===== src/verilog/rx_gain_pkg.sv =====
`default_nettype none
package rx_gain_pkg;
  // Register indices; byte address is four times the index
  localparam logic [5:0] IDX_BAND = 6'h01;
  localparam logic [5:0] IDX_GAIN = 6'h0b;
  localparam logic [5:0] IDX_CAL  = 6'h0f;
  localparam logic [5:0] IDX_CFG  = 6'h10;
  localparam logic [5:0] IDX_STEP = 6'h11;
  localparam logic [5:0] IDX_DCO  = 6'h12;
  localparam logic [5:0] IDX_STAT = 6'h13;

  localparam int CAL_VCM_BIT  = 8;
  localparam int CFG_SWAPI    = 4;
  localparam int CFG_SWAPQ    = 5;
  localparam int CFG_DHPF     = 8;
  localparam int CFG_DEN      = 9;
  localparam int STEP_LNA_LSB = 4;
  localparam int DCO_SLOW_LSB = 4;
  localparam int DCO_SET_LSB  = 8;
  localparam int STAT_REL_LSB = 16;
  localparam int STAT_BUSY    = 24;

  localparam logic [2:0] FM_WCDMA7 = 3'h0;
  localparam logic [2:0] FM_WCDMA5 = 3'h1;
  localparam logic [2:0] FM_GSM    = 3'h2;

  localparam logic [6:0] RST_GAIN    = 7'h00;
  localparam logic [4:0] RST_CAL     = 5'h08;
  localparam logic [3:0] RST_MIXSTEP = 4'h4;
  localparam logic [3:0] RST_LNASTEP = 4'h8;
  localparam logic [3:0] RST_FAST    = 4'h2;
  localparam logic [3:0] RST_SLOW    = 4'h6;
  localparam logic [7:0] RST_SETTLE  = 8'h40;

  localparam int X_WCDMA        = 8;
  localparam int X_GSM          = 17;
  localparam int MIX_BASE_WCDMA = 18;
  localparam int MIX_BASE_GSM   = 27;
  localparam int VGA_BASE       = -6;
  localparam int STEP_RF        = 6;
  localparam int STEP_FILT      = 12;
  localparam int LNA_MAX        = 3;
  localparam int MIX_MAX        = 2;
  localparam int FILT_MAX       = 3;
  localparam int VGA_MAX        = 24;
  localparam int THR_UNIT       = 4;
  localparam int REL_MAX = STEP_RF * (LNA_MAX + MIX_MAX)
                         + STEP_FILT * FILT_MAX + VGA_MAX;

  typedef struct packed {
    logic [1:0] lna;
    logic [1:0] mix;
    logic [1:0] filt;
    logic [4:0] vga;
  } gain_set_t;

  typedef struct packed {
    logic [3:0] fast_shift;
    logic [3:0] slow_shift;
    logic [7:0] settle;
    logic       hpf;
    logic       en;
  } dco_cfg_t;
endpackage
`default_nettype wire


===== src/verilog/dco_channel.sv =====
`timescale 1ns/1ps
`default_nettype none
module dco_channel (
  input  wire logic                 clock,
  input  wire logic                 rst,
  input  wire logic                 trig,
  input  wire rx_gain_pkg::dco_cfg_t cfg,
  input  wire logic signed [7:0]    adc,
  output logic signed [7:0]         trim,
  output logic                      busy
);
  typedef enum logic [1:0] {DC_HOLD, DC_FAST, DC_TRACK} dc_state_t;

  dc_state_t          state;
  dc_state_t          next_state;
  logic [7:0]         count;
  logic [7:0]         next_count;
  logic signed [15:0] acc;
  logic signed [15:0] next_acc;
  logic signed [16:0] step;
  logic signed [16:0] sum;
  logic               next_busy;

  assign trim = acc[15:8];

  always_comb begin
    next_state = state;
    next_count = count;
    next_acc   = acc;
    step = 17'(signed'({adc, 8'h00})) >>> ((state == DC_FAST) ?
           cfg.fast_shift : cfg.slow_shift);
    sum  = {acc[15], acc} - step;
    case (state)
      DC_HOLD: ;
      DC_FAST: begin
        if (count == 8'h00) begin
          next_state = cfg.hpf ? DC_TRACK : DC_HOLD;
        end else begin
          next_count = count - 8'h01;
        end
      end
      DC_TRACK: ;
      default: next_state = DC_HOLD;
    endcase
    // Error fed back through the trim code, saturated
    if (state != DC_HOLD) begin
      if (sum > 17'sh07fff) begin
        next_acc = 16'sh7fff;
      end else if (sum < -17'sh08000) begin
        next_acc = -16'sh8000;
      end else begin
        next_acc = sum[15:0];
      end
    end
    if (!cfg.en) begin
      next_state = DC_HOLD;
    end else if (trig) begin
      next_state = DC_FAST;
      next_count = cfg.settle;
    end
    next_busy = (next_state == DC_FAST);
  end

  always_ff @(posedge clock or posedge rst) begin
    if (rst) begin
      state <= DC_HOLD;
      count <= 8'h00;
      acc   <= 16'sh0000;
      busy  <= 1'b0;
    end else begin
      state <= next_state;
      count <= next_count;
      acc   <= next_acc;
      busy  <= next_busy;
    end
  end
endmodule
`default_nettype wire


===== src/verilog/rx_gain_decode_control.sv =====
// Design decisions made here: the register offsets and the AHB-Lite slave port.
`timescale 1ns/1ps
`default_nettype none
module rx_gain_decode_control (
  input  wire logic              clock,
  input  wire logic              rst,
  input  wire logic              hsel,
  input  wire logic [31:0]       haddr,
  input  wire logic [1:0]        htrans,
  input  wire logic              hwrite,
  input  wire logic [2:0]        hsize,
  input  wire logic [31:0]       hwdata,
  input  wire logic              hready,
  input  wire logic signed [7:0] adc_i,
  input  wire logic signed [7:0] adc_q,
  output logic [31:0]            hrdata,
  output logic                   hreadyout,
  output logic                   hresp,
  output logic [2:0]             lna_en,
  output logic [2:0]             filter_mode,
  output logic                   swap_i,
  output logic                   swap_q,
  output logic                   vcm_sel,
  output rx_gain_pkg::gain_set_t gain,
  output logic signed [7:0]      trim_i,
  output logic signed [7:0]      trim_q
);
  logic                  req;
  logic                  in_map;
  logic                  wr_pend;
  logic                  next_wr_pend;
  logic [5:0]            wr_idx;
  logic [5:0]            next_wr_idx;
  logic [31:0]           next_hrdata;
  logic [1:0]            band;
  logic [1:0]            next_band;
  logic [6:0]            rx_gain;
  logic [6:0]            next_rx_gain;
  logic [4:0]            gaincal;
  logic [4:0]            next_gaincal;
  logic                  next_vcm_sel;
  logic [2:0]            next_filter_mode;
  logic                  next_swap_i;
  logic                  next_swap_q;
  logic [3:0]            mixstep;
  logic [3:0]            next_mixstep;
  logic [3:0]            lnastep;
  logic [3:0]            next_lnastep;
  rx_gain_pkg::dco_cfg_t dco;
  rx_gain_pkg::dco_cfg_t next_dco;
  logic [2:0]            next_lna_en;
  logic                  busy_i;
  logic                  busy_q;
  logic [6:0]            rel;

  // hsize is accepted as-is: only whole-word transfers are issued
  assign req    = hsel && hready && htrans[1];
  assign in_map = (haddr[31:8] == 24'h000000);

  always_comb begin
    next_wr_pend     = req && hwrite && in_map;
    next_wr_idx      = haddr[7:2];
    next_hrdata      = 32'h00000000;
    next_band        = band;
    next_rx_gain     = rx_gain;
    next_gaincal     = gaincal;
    next_vcm_sel     = vcm_sel;
    next_filter_mode = filter_mode;
    next_swap_i      = swap_i;
    next_swap_q      = swap_q;
    next_mixstep     = mixstep;
    next_lnastep     = lnastep;
    next_dco         = dco;
    if (req && !hwrite && in_map) begin
      case (haddr[7:2])
        rx_gain_pkg::IDX_BAND: next_hrdata[1:0] = band;
        rx_gain_pkg::IDX_GAIN: next_hrdata[6:0] = rx_gain;
        rx_gain_pkg::IDX_CAL: begin
          next_hrdata[4:0] = gaincal;
          next_hrdata[rx_gain_pkg::CAL_VCM_BIT] = vcm_sel;
        end
        rx_gain_pkg::IDX_CFG: begin
          next_hrdata[2:0] = filter_mode;
          next_hrdata[rx_gain_pkg::CFG_SWAPI] = swap_i;
          next_hrdata[rx_gain_pkg::CFG_SWAPQ] = swap_q;
          next_hrdata[rx_gain_pkg::CFG_DHPF]  = dco.hpf;
          next_hrdata[rx_gain_pkg::CFG_DEN]   = dco.en;
        end
        rx_gain_pkg::IDX_STEP: next_hrdata[7:0] = {lnastep, mixstep};
        rx_gain_pkg::IDX_DCO:
          next_hrdata[15:0] = {dco.settle, dco.slow_shift,
                               dco.fast_shift};
        rx_gain_pkg::IDX_STAT: begin
          next_hrdata[10:0] = gain;
          next_hrdata[rx_gain_pkg::STAT_REL_LSB +: 7] = rel;
          next_hrdata[rx_gain_pkg::STAT_BUSY] = busy_i | busy_q;
        end
        default: next_hrdata = 32'h00000000;
      endcase
    end
    // Write lands at the end of the data phase
    if (wr_pend) begin
      case (wr_idx)
        rx_gain_pkg::IDX_BAND: next_band = hwdata[1:0];
        rx_gain_pkg::IDX_GAIN: next_rx_gain = hwdata[6:0];
        rx_gain_pkg::IDX_CAL: begin
          next_gaincal = hwdata[4:0];
          next_vcm_sel = hwdata[rx_gain_pkg::CAL_VCM_BIT];
        end
        rx_gain_pkg::IDX_CFG: begin
          next_filter_mode = hwdata[2:0];
          next_swap_i = hwdata[rx_gain_pkg::CFG_SWAPI];
          next_swap_q = hwdata[rx_gain_pkg::CFG_SWAPQ];
          next_dco.hpf = hwdata[rx_gain_pkg::CFG_DHPF];
          next_dco.en  = hwdata[rx_gain_pkg::CFG_DEN];
        end
        rx_gain_pkg::IDX_STEP: begin
          next_mixstep = hwdata[3:0];
          next_lnastep = hwdata[rx_gain_pkg::STEP_LNA_LSB +: 4];
        end
        rx_gain_pkg::IDX_DCO: begin
          next_dco.fast_shift = hwdata[3:0];
          next_dco.slow_shift = hwdata[rx_gain_pkg::DCO_SLOW_LSB +: 4];
          next_dco.settle = hwdata[rx_gain_pkg::DCO_SET_LSB +: 8];
        end
        default: ;
      endcase
    end
    next_lna_en = 3'h0;
    if (next_band != 2'h0) begin
      next_lna_en[next_band - 2'h1] = 1'b1;
    end
  end

  always_ff @(posedge clock or posedge rst) begin
    if (rst) begin
      wr_pend     <= 1'b0;
      wr_idx      <= 6'h00;
      hrdata      <= 32'h00000000;
      hreadyout   <= 1'b1;
      hresp       <= 1'b0;
      band        <= 2'h0;
      lna_en      <= 3'h0;
      rx_gain     <= rx_gain_pkg::RST_GAIN;
      gaincal     <= rx_gain_pkg::RST_CAL;
      vcm_sel     <= 1'b0;
      filter_mode <= rx_gain_pkg::FM_WCDMA7;
      swap_i      <= 1'b0;
      swap_q      <= 1'b0;
      mixstep     <= rx_gain_pkg::RST_MIXSTEP;
      lnastep     <= rx_gain_pkg::RST_LNASTEP;
      dco         <= '{fast_shift: rx_gain_pkg::RST_FAST,
                       slow_shift: rx_gain_pkg::RST_SLOW,
                       settle: rx_gain_pkg::RST_SETTLE,
                       hpf: 1'b0, en: 1'b0};
    end else begin
      wr_pend     <= next_wr_pend;
      wr_idx      <= next_wr_idx;
      hrdata      <= next_hrdata;
      hreadyout   <= 1'b1;
      hresp       <= 1'b0;
      band        <= next_band;
      lna_en      <= next_lna_en;
      rx_gain     <= next_rx_gain;
      gaincal     <= next_gaincal;
      vcm_sel     <= next_vcm_sel;
      filter_mode <= next_filter_mode;
      swap_i      <= next_swap_i;
      swap_q      <= next_swap_q;
      mixstep     <= next_mixstep;
      lnastep     <= next_lnastep;
      dco         <= next_dco;
    end
  end

  // Gain decode
  logic                  gsm;
  int                    rel_i;
  int                    bb;
  int                    n_lna;
  int                    n_mix;
  int                    n_filt;
  int                    n_vga;
  logic [6:0]            next_rel;
  rx_gain_pkg::gain_set_t next_gain;
  logic                  dco_trig;
  logic                  next_trig;

  assign gsm = (filter_mode == rx_gain_pkg::FM_GSM);

  always_comb begin
    // Gain above the fixed mixer and VGA bases
    rel_i = int'(rx_gain) - int'(gaincal)
          + (gsm ? rx_gain_pkg::X_GSM : rx_gain_pkg::X_WCDMA)
          - (gsm ? rx_gain_pkg::MIX_BASE_GSM
                 : rx_gain_pkg::MIX_BASE_WCDMA)
          - rx_gain_pkg::VGA_BASE;
    if (rel_i < 0) begin
      rel_i = 0;
    end else if (rel_i > rx_gain_pkg::REL_MAX) begin
      rel_i = rx_gain_pkg::REL_MAX;
    end
    next_rel = 7'(rel_i);
    n_lna = 0;
    n_mix = 0;
    for (int k = 0; k < rx_gain_pkg::MIX_MAX; k++) begin
      if (rel_i >= rx_gain_pkg::THR_UNIT * int'(mixstep)
                   + rx_gain_pkg::STEP_RF * k) begin
        n_mix = k + 1;
      end
    end
    for (int k = 0; k < rx_gain_pkg::LNA_MAX; k++) begin
      if (rel_i >= rx_gain_pkg::THR_UNIT * int'(lnastep)
                   + rx_gain_pkg::STEP_RF * k) begin
        n_lna = k + 1;
      end
    end
    // RF steps taken early may leave less than zero for baseband
    bb = rel_i - rx_gain_pkg::STEP_RF * (n_lna + n_mix);
    if (bb < 0) begin
      bb = 0;
    end
    n_filt = 0;
    for (int k = 1; k <= rx_gain_pkg::FILT_MAX; k++) begin
      if (bb >= rx_gain_pkg::STEP_FILT * k) begin
        n_filt = k;
      end
    end
    n_vga = bb - rx_gain_pkg::STEP_FILT * n_filt;
    if (n_vga > rx_gain_pkg::VGA_MAX) begin
      n_vga = rx_gain_pkg::VGA_MAX;
    end
    next_gain.lna  = 2'(n_lna);
    next_gain.mix  = 2'(n_mix);
    next_gain.filt = 2'(n_filt);
    next_gain.vga  = 5'(n_vga);
    next_trig = (next_gain != gain);
  end

  always_ff @(posedge clock or posedge rst) begin
    if (rst) begin
      gain     <= '0;
      rel      <= 7'h00;
      dco_trig <= 1'b0;
    end else begin
      gain     <= next_gain;
      rel      <= next_rel;
      dco_trig <= next_trig;
    end
  end

  dco_channel dco_ch_i (
    .clock (clock),
    .rst   (rst),
    .trig  (dco_trig),
    .cfg   (dco),
    .adc   (adc_i),
    .trim  (trim_i),
    .busy  (busy_i)
  );

  dco_channel dco_ch_q (
    .clock (clock),
    .rst   (rst),
    .trig  (dco_trig),
    .cfg   (dco),
    .adc   (adc_q),
    .trim  (trim_q),
    .busy  (busy_q)
  );
endmodule
`default_nettype wire


===== config.mk =====
export PLATFORM = sky130hd
export DESIGN_NAME = rx_gain_decode_control
export DESIGN_NICKNAME = d
export VERILOG_FILES = /design/src/verilog/rx_gain_pkg.sv /design/src/verilog/dco_channel.sv /design/src/verilog/rx_gain_decode_control.sv
export SDC_FILE = /design/constraint.sdc
export NUM_CORES = 1
export LEC_CHECK = 0
export ABC_CLOCK_PERIOD_IN_PS = 18250
export BUFFER_PORTS_ARGS = -buffer_cell sky130_fd_sc_hd__buf_2
export CAP_MARGIN = 10
export CORE_AREA = 2 2 142 144
export DETAILED_ROUTE_END_ITERATION = 12
export DIE_AREA = 0 0 144 146
export HOLD_SLACK_MARGIN = 0.1
export MAX_ROUTING_LAYER = met4
export PLACE_DENSITY = 0.81
export SLEW_MARGIN = 20
export SYNTH_ARGS = -nofsm -noshare
export SYNTH_HDL_FRONTEND = slang
export SYNTH_SLANG_ARGS = --single-unit

===== constraint.sdc =====
create_clock -name clock -period 18.25 [get_ports clock]
set_input_delay 0.9125 -clock clock [delete_from_list [all_inputs] [get_ports clock]]
set_output_delay 0.9125 -clock clock [all_outputs]
set_load 0.03 [all_outputs]

# [Yosys cells after proc, flatten, opt, wreduce, memory -nomap -nowiden]
# Index checks and enable logic that the tools add are counted.
[word_totals] register_bits=154 in_bits=90 out_inout_bits=70 elab_cells=170
[op_classes] n_reduce_logical=23 mul=2 shift=2 n_eq_ne=21 n_lt_le_gt_ge=18 n_mux=56 add_sub_neg=15 bitwise=1
[op_table] cell="$mux W32" n=8
[op_table] cell="$ge A32 B8 Y1" n=3
[op_table] cell="$ge A32 B7 Y1" n=2
[op_table] cell="$mux W16" n=4
[op_table] cell="$mux W8" n=8
[op_table] cell="$sub A32 B32 Y32" n=2
[op_table] cell="$eq A6 B5 Y1 const B" n=7
[op_table] cell="$gt A17 B16 Y1 const B" n=2
[op_table] cell="$lt A17 B16 Y1 const B" n=2
[op_table] cell="$sshr A16 B4 Y17" n=2
[op_table] cell="$sub A17 B17 Y17" n=2
[op_table] cell="$add A32 B32 Y32" n=1
[op_table] cell="$ge A32 B5 Y1 const B" n=1
[op_table] cell="$ge A32 B6 Y1 const B" n=1
[op_table] cell="$ge A32 B7 Y1 const B" n=1
[op_table] cell="$gt A32 B6 Y1 const B" n=1
[op_table] cell="$lt A32 B1 Y1 const B" n=1
[op_table] cell="$mul A3 B32 Y30 const A" n=1
[op_table] cell="$mul A3 B32 Y31 const A" n=1
[op_table] cell="$mux W25" n=1
[op_table] cell="$eq A6 B4 Y1 const B" n=4
[op_table] cell="$logic_not A24 Y1" n=1
[op_table] cell="$mux W2" n=9
[op_table] cell="$logic_not A8 Y1" n=2
[op_table] cell="other kinds (37)" n=71

# [Longest topological paths before layout]
# Gate-level depths: netlist of run 1.
[logic_depth] ltp_word=26 mapped_depth=58

# [Modules after synthesis]
# Synthesis of run 1 repeated with hierarchy kept, for this count alone.
[unflattened] hier_cells=1252 area_unflattened_um2=11716.2
[by_module_without_submodules] mod="rx_gain_decode_control" seq_area_each_um2=2486.1 cells_per_inst=624 area_each_um2=6461.2 instances=1
[by_module_without_submodules] mod="dco_channel" seq_area_each_um2=675.6 cells_per_inst=314 area_each_um2=2627.5 instances=2

# [Worst setup path before layout of run 1]
# OpenSTA, ideal clock, no wires.
[synth_timing] path_type="register to register" startpoint="register rx_gain[0]" endpoint="register dco_trig" path_buffers=2 t_arrival_ns=11.153 stages_incl_launch_ff=54 setup_ns=0.143 t_required_ns=18.107 setup_slack_ns=6.954 cell_sequence="dfrtp_1 inv_1 ha_1 fa_1 nand2b_1 a21oi_1 xor2_1 ha_1 xor2_1 o2111ai_1 a211oi_1 o32ai_1 buf_2 buf_1 or3_1 ha_1 o21ai_0 a31o_2 [... 18 more ...] inv_2 ha_1 inv_1 a2111oi_1 a21oi_1 or2_2 ha_1 fa_1 xor2_1 o31ai_1 nand2_1 nand2_1 o32ai_1 a221oi_1 a2111oi_4 mux2i_1 a221oi_2 o2111ai_1"
[synth_rtl] item="from (decl)" line="rx_gain_decode_control.sv:37" text="logic [6:0] rx_gain;"
[synth_rtl] item="from (signal assigned)" line="rx_gain_decode_control.sv:144" text="rx_gain <= rx_gain_pkg::RST_GAIN;"
[synth_rtl] item="from (signal assigned)" line="rx_gain_decode_control.sv:164" text="rx_gain <= next_rx_gain;"
[synth_rtl] item="to (signal assigned)" line="rx_gain_decode_control.sv:248" text="dco_trig <= next_trig;"
[synth_rtl] item="to (decl)" line="rx_gain_decode_control.sv:186" text="logic dco_trig;"

==> flow_metrics.tcl, run 1 <==
set metrics [dict create \
    status "finished clean" \
    number_of_vias_in_the_routed_layout 10100 \
    fmax_mhz 76.3 \
    htree_num_levels 4 \
    criticalPathCategory "flop to flop" \
    post-dp-hpwl_um 21200 \
    final_layout_size_suffix_gt1_share_pct 18.0 \
    rsz0062_at_grt "no" \
    synth_largest_area_cell "dfrtp_1" \
    groute.usage.overall_pct 28.6 \
    cts_tree "yes" \
    worst_setup_path_start_kind "flop" \
    fin_crit_sh_pct 71.9 \
    grt_first_pass_wirelength_um 46700 \
    report.final.setup_viol 0 \
    cts_inserted_buffers 17 \
    yosys_most_used_dff "dfrtp_1" \
    crit_path_max_fanout 23 \
    detail_route.vias_per_cell 6.06 \
    hold_class "flop to flop" \
    ys_seq_elements 153 \
    wire_per_inst_um 17.5 \
    count_of_final_hold_check_violations 0 \
    num_antenna_cells 0 \
    post-place-cells 1627 \
    starting_density_of_the_core_pct 58.4 \
    rows 51 \
    ff2ff_path_depth 51 \
    synth-seq-area-share_pct 34.0 \
    areaGrowthSynthToFinish_pct 11.7 \
    netlist_top_cells_area "dfrtp_1 32%, ha_1 8.5%, mux2_2 4.7%" \
    finalNetCount 1554 \
    worstPathRequired_ps 18540 \
    async_s_r_ff_share_synth_pct 100 \
    die_outline_area_sq_um 21000 \
    critical_path.slowest_cell "or3_1" \
    fin_tns_setup_ps 0 \
    critical-path-max-stage-delay_ps 530 \
    detail_route.drc_violations 0 \
    first_global_vias 9515 \
    grt_max_degree 80 \
    fin_cells 1659 \
    clk_latency_ps 440 \
    drv.max_cap_violation_count 0 \
    tightestPinTransition_ps 1000 \
    post-cts-setup-buffers 0 \
    drt.antenna.violating_nets 0 \
    timing.hold.worst_path_depth 1 \
    ctsHoldBuffers 0 \
    timing.critical_path.to_type "flop" \
    yosysUniqueCellTypes 76 \
    global_route.overflow_total 0 \
    finalWorstPathRequiredPeriod_ps 13110 \
    arrival_ps 13410 \
    layout.cells.most_common_list "146 x dfrtp_1, 136 x nor2_1, 127 x buf_2, 96 x nand2_1, 94 x a21oi_1" \
    cts_max_path_buffers 2 \
    portBuffers 127 \
    path_common_cell "ha_1" \
    totalWireLength_um 29000 \
    dr.first_iter.drc_count 650 \
    synth_enable_flop_cells 0 \
    layout.cells.most_common "dfrtp_1" \
    yosys_warn_count 0 \
    grt_antenna_before_repair 0 \
    synth_largest_type_area_fraction_pct 32.4 \
    gp_congestion 0.954 \
    mapped_avg_cell_area_sq_um 8.78 \
    drv_slew 0 \
    postCtsResizedCells 0 \
    fp.dieH_um 146 \
    dr.pass1.iters 6 \
    core_area_sq_um 19300 \
    syn-instance-count 1285 \
    width_of_the_die_um 144 \
    syn-cell-area_sq_um 11300 \
    cts.reportedPaths.clkPinSlew_ps 60 \
    ctsRootBufferMaster "clkbuf_16" \
    io_pins 160 \
    clock_skew_ps 12.2 \
    worst_slew_margin_rel_pct 33.3 \
    cts.sink_count 153 \
]
layer usage:
metal	GRT usage, %	routed length [um]	vias to the layer above
li1	-	-	4750
met1	38.3	12800	4832
met2	43.3	13400	402
met3	5.07	2000	70
met4	10.5	839	0
met5	-	0	-
critical path: cells and delay by family, from the launching register on:
family                     cells  cell delay, ps
DFF                            1             350
muxes                          1             220
AOI/OAI and AO/OA             18            4390
and+or+nand+nor                8            1800
buffers and inverters          7             650
adders and majority gates     13            4240
xor gates and xnor gates       4            1290
kinds of logic after synthesis:
| family | count (synthesis) | synth area share [%] |
|---|---|---|
| simple gates | 431 | 18.4 |
| compound gates | 307 | 17.7 |
| flops | 153 | 34.0 |
| buf+inv | 151 | 5.97 |
| mux | 101 | 9.63 |
| fa+ha+maj | 94 | 10.6 |
| xor+xnor | 46 | 3.57 |
| other cells | 2 | 0.0665 |
path summary, 6_finish.rpt:
| path | start | to | slack (ps) |
|---|---|---|---|
| min in group asynchronous | rst | dco_ch_i.acc[6] | 580 |
| setup reg to reg | rx_gain[0] | dco_trig | 5140 |
| max in group asynchronous | rst | gain[2] | 16190 |
| hold / removal | dco_ch_i.busy | hrdata[24] | 460 |
| hold reg to reg | dco_ch_i.busy | hrdata[24] | 460 |
| setup / recovery | rx_gain[0] | dco_trig | 5140 |
synthesized netlist by cell type (all sizes together) (12+ instances only):
library cell / count
nand2: 97
buf: 31
xor2: 17
a31oi: 36
and2: 13
nand2b: 21
mux2: 48
mux2i: 52
a21oi: 94
ha: 77
nor3: 28
and3: 14
clkbuf: 39
nor2: 136
or3: 12
o21a: 12
xnor2: 29
inv: 81
nor2b: 26
nand3: 38
o21ai: 70
dfrtp: 146
layout make-up:
type	count	area, sq um
Inverter	81	309
Sequential cell	153	3840
Clock buffer	20	447
Multi-Input combinational cell	990	6820
Fill cell	1598	6730
Clock inverter	12	141
Timing Repair Buffer	138	718
Tap cell	265	332
through the flow:
| stage | utilization, % | hold slack, ps | setup WS, ps | area (sq um) |
|---|---|---|---|---|
| 6_report | 65.2 | 460 | 5140 | 12600 |
| 5_1_grt | 65.2 | 485 | 4170 | 12600 |
| 4_1_cts | 65.2 | 468 | 5250 | 12600 |
| 3_5_place_dp | 62.2 | 442 | 5420 | 12000 |
| 3_3_place_gp | 62.2 | 438 | 5760 | 12000 |
| 2_1_floorplan | - | 428 | 6950 | 11300 |
flip-flops by register name (all words and copies together), names as in the netlist, 6 cells and up:
signal / cells
hrdata: 24
dco: 18
dco_ch_i.acc: 16
dco_ch_q.acc: 16
gain: 11
dco_ch_i.count: 8
dco_ch_q.count: 8
rel: 7
rx_gain: 7
wr_idx: 6
Power of run 1 is not shown: default switching activity piles up to over one toggle a cycle in this logic, so the estimate is an artifact.
==> run 2: changes to the inputs <==
--- a/config.mk
+++ b/config.mk
@@ -5,7 +5,7 @@
 export SDC_FILE = /design/constraint.sdc
 export NUM_CORES = 1
 export LEC_CHECK = 0
-export ABC_CLOCK_PERIOD_IN_PS = 18250
+export ABC_CLOCK_PERIOD_IN_PS = 13400
 export BUFFER_PORTS_ARGS = -buffer_cell sky130_fd_sc_hd__buf_2
 export CAP_MARGIN = 10
 export CORE_AREA = 2 2 142 144
==> constraint.sdc (replaced) <==
create_clock -name clock -period 13.4 [get_ports clock]
set_input_delay 0.67 -clock clock [delete_from_list [all_inputs] [get_ports clock]]
set_output_delay 0.67 -clock clock [all_outputs]
set_load 0.03 [all_outputs]
==> run 2 against run 1 <==
Hold slack got worse by 99 ps. Non-clock buffer count is 2 higher. Clock skew down 0.86 ps. Cell count grew 0.12%. Routed wire length fell by 0.56%. Die area did not move. Maximum frequency is 4.0% higher.
==> flow_metrics.tcl, run 2 (same netlist as run 1, synthesis figures left out) <==
set metrics [dict create \
    drt.antenna.violating_nets 0 \
    timing_startpoint_of_the_critical_path "rx_gain[0]" \
    fp.dieH_um 146 \
    number_of_vias_in_the_routed_layout 9970 \
    critical-path-max-stage-delay_ps 520 \
    first_global_vias 9286 \
    cts.sink_count 153 \
    crit_path_max_fanout 10 \
    dr.first_iter.drc_count 805 \
    hold_class "primary input to async pin" \
    htree_num_levels 4 \
    final_layout_size_suffix_gt1_share_pct 18.5 \
    areaGrowthSynthToFinish_pct 12.0 \
    ctsRootBufferMaster "clkbuf_16" \
    drv_slew 0 \
    width_of_the_die_um 144 \
    portBuffers 127 \
    finish.utilization_pct 65.4 \
    r2r_setup_slack_ps 800 \
    detail_route.drc_violations 0 \
    clock_skew_ps 11.3 \
    cts_tree "yes" \
    top_registers "hrdata: 24 flops, dco: 18 flops" \
    post-dp-hpwl_um 21400 \
    regToRegStartpoint "rx_gain[0]" \
    ff2ff_path_depth 52 \
    gp_congestion 0.937 \
    detail_route.vias_per_cell 6.00 \
    report.final.setup_viol 0 \
    arrival_ps 12890 \
    timing.critical_path.to_type "flop" \
    count_of_final_hold_check_violations 0 \
    tightestPinTransition_ps 960 \
    timing.rr.end "dco_trig" \
    path_common_cell "ha_1" \
    critical_path.slowest_cell "fa_1" \
    cp-endpoint "dco_trig" \
    cts_inserted_buffers 17 \
    rows 51 \
    finalWorstPathRequiredPeriod_ps 12600 \
    dr.pass1.iters 5 \
    groute.usage.overall_pct 28.1 \
    drv.max_cap_violation_count 0 \
    status "finished clean" \
    fin_crit_sh_pct 94.1 \
    seqCellArea_sq_um 3840 \
    layout.cells.most_common_list "146 x dfrtp_1, 136 x nor2_1, 127 x buf_2, 96 x nand2_1, 94 x a21oi_1" \
    wire_per_inst_um 17.4 \
    global_route.overflow_total 0 \
    criticalPathCategory "flop to flop" \
    number_of_flip_flops_in_the_largest_register 24 \
    cts.reportedPaths.clkPinSlew_ps 70 \
    core_area_sq_um 19300 \
    io_pins 160 \
    nFillCells 1574 \
    num_antenna_cells 0 \
    die_outline_area_sq_um 21000 \
    cts_max_path_buffers 2 \
    worst_setup_path_start_kind "flop" \
    multi_input_comb_area_sq_um 6850 \
    layout.cells.most_common "dfrtp_1" \
    largest_reg_by_ff_count "hrdata" \
    worst_slew_margin_rel_pct 35.8 \
    finalNetCount 1556 \
    grt_max_degree 79 \
    ctsHoldBuffers 0 \
    starting_density_of_the_core_pct 58.4 \
    totalWireLength_um 28800 \
    grt_antenna_before_repair 0 \
    worstPathRequired_ps 13680 \
    fmax_mhz 79.3 \
    clk_latency_ps 430 \
    grt_first_pass_wirelength_um 45800 \
]
-- run 2: cell types whose count changed in the layout (fill, tap and decap cells not counted) --
cell	previous run	this run
xor2_1	17	15
xnor2_1	29	28
buf_4	11	13
bufinv_16	2	1
xnor2_2	0	1
clkinv_4	1	5
o2111ai_2	0	1
xor2_2	0	2
clkinvlp_4	4	1
clkbuf_1	2	1
o2111ai_1	8	7
inv_8	1	2
-- run 2: worst min path at each step --
stage                     slack, ps           from              end
after floorplan                 430  dco_ch_i.busy       hrdata[24]
after global placement          440  dco_ch_i.busy       hrdata[24]
after detailed placement        440  dco_ch_i.busy       hrdata[24]
after CTS                       370       haddr[6]        wr_idx[4]
after global routing            380       haddr[6]        wr_idx[4]
final                           360            rst  dco_ch_i.acc[6]
-- run 2: area by class of cell --
type	instances	area share (%)
clock buffer	19	3.50
multi-input combinational	990	54.2
clock inverter	13	1.07
timing repair buffer	140	5.80
tap	265	2.62
inverter	81	2.44
sequential	153	30.4
-- run 2: critical path: cells and delay by family, from the launching register on --
kind / cells / cell delay [ps]
xor gates and xnor gates: 4 / 1110
buffers and inverters: 7 / 630
and+or+nand+nor: 9 / 1790
adders and majority gates: 13 / 4300
muxes: 1 / 90
AOI/OAI and AO/OA: 18 / 4160
DFF: 1 / 350
-- run 2: metrics by stage --
| stage | cell area (sq um) | hold WS, ps | setup TNS, ps | setup WS [ps] | cells |
|---|---|---|---|---|---|
| after floorplan | 11300 | 428 | 0 | 2100 | 1294 |
| after global placement | 12000 | 438 | 0 | 1110 | 1627 |
| after detailed placement | 12000 | 442 | 0 | 859 | 1627 |
| after CTS | 12600 | 375 | 0 | 777 | 1659 |
| after global routing | 12600 | 375 | -3.93 | -3.93 | 1661 |
| final | 12600 | 361 | 0 | 796 | 1661 |
-- run 2: routing by layer --
metal,vias up,part of all wire [%],global-route usage [%],wire (um)
li1,4767,-,-,-
met1,4771,45,38.1,12900
met2,381,46,43.8,13400
met3,51,6.7,4.51,1920
met4,0,2.4,7.79,700
met5,-,0,-,0
-- run 2: repair_timing --
| item | 4_1_cts | 5_1_grt |
|---|---|---|
| buffers inserted | 0 | 2 |
| setup endpoints to repair | 0 | 1 |
| resized for setup | 0 | 4 |
Power of run 2 is left out for the same reason.
==> run 3: changes to the inputs <==
--- a/config.mk
+++ b/config.mk
@@ -8,12 +8,12 @@
 export ABC_CLOCK_PERIOD_IN_PS = 13400
 export BUFFER_PORTS_ARGS = -buffer_cell sky130_fd_sc_hd__buf_2
 export CAP_MARGIN = 10
-export CORE_AREA = 2 2 142 144
+export CORE_AREA = 2 2 212 214
 export DETAILED_ROUTE_END_ITERATION = 12
-export DIE_AREA = 0 0 144 146
+export DIE_AREA = 0 0 214 216
+export GPL_TIMING_DRIVEN = 0
 export HOLD_SLACK_MARGIN = 0.1
 export MAX_ROUTING_LAYER = met4
-export PLACE_DENSITY = 0.81
 export SLEW_MARGIN = 20
 export SYNTH_ARGS = -nofsm -noshare
 export SYNTH_HDL_FRONTEND = slang
==> run 3 against run 2 <==
Sequential cell count unchanged. Non-clock buffer count up 60. Clock skew rose by 1.0 ps. Via count down 0.71%. Sequential share of layout area down 1.8 points. Critical path depth unchanged. Hold slack lost 110 ps. Largest cell class unchanged. Highest routed layer unchanged.
==> flow_metrics.tcl, run 3 (same netlist as run 1, synthesis figures left out) <==
set metrics [dict create \
    io_pins 160 \
    width_of_the_die_um 214 \
    tightestPinTransition_ps 865 \
    core_area_sq_um 43800 \
    grt_max_degree 89 \
    cts.sink_count 153 \
    die_outline_area_sq_um 46200 \
    place_worst_setup_slack_ps 45.7 \
    path_delay_family "adder cells" \
    critical_path.slowest_cell "fa_1" \
    drv.max_cap_violation_count 0 \
    grt_antenna_before_repair 3 \
    worstPathRequired_ps 13690 \
    post-place-cells 2014 \
    first_global_vias 9611 \
    dr.pass1.iters 5 \
    largest_reg_by_ff_count "hrdata" \
    final_design_area_no_fill_sq_um 13400 \
    wire_per_inst_um 15.9 \
    fin_cells 2052 \
    number_of_vias_in_the_routed_layout 9899 \
    groute.usage.overall_pct 14.5 \
    cts_max_path_buffers 2 \
    criticalPathCategory "flop to flop" \
    fin_crit_sh_pct 93.5 \
    fmax_mhz 79.8 \
    cts_tree "yes" \
    worst_setup_path_start_kind "flop" \
    cts_inserted_buffers 17 \
    cts.reportedPaths.clkPinSlew_ps 60 \
    htree_num_levels 4 \
    worst-path-buf-inv 9 \
    arrival_ps 12820 \
    global_route.overflow_total 0 \
    clock_skew_ps 12.3 \
    starting_density_of_the_core_pct 25.7 \
    report.final.setup_viol 0 \
    drv_slew 0 \
    path_common_cell "ha_1" \
    areaGrowthSynthToFinish_pct 18.9 \
    grt_first_pass_wirelength_um 51700 \
    final_layout_size_suffix_gt1_share_pct 19.6 \
    timing.critical_path.to_type "flop" \
    place_area_sq_um 12700 \
    nFillCells 4581 \
    status "finished clean" \
    clk_latency_ps 440 \
    rows 77 \
    detail_route.drc_violations 0 \
    finalNetCount 1616 \
    hold_class "primary input to async pin" \
    ctsRootBufferMaster "clkbuf_16" \
    count_of_final_hold_check_violations 0 \
    post-dp-hpwl_um 25600 \
    finalWorstPathRequiredPeriod_ps 12520 \
    fp.dieH_um 216 \
    critical-path-max-stage-delay_ps 630 \
    layout.cells.most_common "dfrtp_1" \
    number_of_flip_flops_in_the_largest_register 24 \
    detail_route.vias_per_cell 4.82 \
    gp_congestion 0.893 \
    final_critical_path_setup_slack_ps 876 \
    crit_path_max_fanout 10 \
    drt.antenna.violating_nets 0 \
    totalWireLength_um 32600 \
    top_registers "hrdata: 24 flops, dco: 18 flops" \
    finish.utilization_pct 30.6 \
    portBuffers 127 \
    layout.cells.most_common_list "146 x dfrtp_1, 136 x nor2_1, 129 x buf_2, 96 x nand2_1, 93 x a21oi_1" \
    worst_slew_margin_rel_pct 40.7 \
    dr.first_iter.drc_count 719 \
]
## run 3: per-stage QoR
step / setup TNS, ps / hold slack [ps]
4_1_cts: 0 / 261
3_5_place_dp: 0 / 465
2_1_floorplan: 0 / 428
3_3_place_gp: 0 / 464
6_report: 0 / 248
5_1_grt: -31.0 / 284
## run 3: area by class of cell
cell class	instances	area, sq um	share of cell area, %
clock buffers	20	467	3.48
multi-input cells	990	6910	51.5
plain buffers	69	368	2.74
repair buffers	131	686	5.11
clock inverters	12	88.8	0.662
inverters	81	312	2.32
diodes	4	10.0	0.0746
well taps	592	741	5.52
flip-flops and latches	153	3840	28.6
## run 3: worst reg2reg max path, delay by kind of cell, from the launching register on
kind                     cells  cell delay, ps
XOR/XNOR                     3             650
adder cells (fa/ha/maj)     13            4500
AND/OR/NAND/NOR              8            1760
buffers and inverters        9            1120
AO/OA/AOI/OAI               18            3900
flip-flops                   1             350
multiplexers                 1             100
## run 3: path summary, 6_finish.rpt
check	end	depth (start not counted)	startpoint	slack [ps]
min reg2reg	hrdata[22]	1	rel[6]	480
min	dco_ch_q.acc[15]	2	rst	250
min in group clock	wr_idx[2]	1	haddr[4]	370
max reg2reg	dco_trig	52	rx_gain[0]	880
max in group asynchronous	dco[8]	3	rst	12340
max	dco_trig	52	rx_gain[0]	880
## run 3: routing by layer
layer | wire length (um) | part of all wire [%] | track usage, % | up-vias
li1 | - | - | - | 4889
met1 | 15300 | 47 | 18.5 | 4762
met2 | 15500 | 48 | 23.3 | 223
met3 | 1360 | 4.2 | 2.78 | 25
met4 | 468 | 1.4 | 4.20 | 0
met5 | 0 | 0 | - | -
## run 3: what timing repair did
item	CTS	global route
endpoints found under the setup margin	1	6
resized for setup	1	14
hold buffers	0	0
pin swaps	0	4
setup buffers	0	3
Power of run 3 is left out for the same reason.
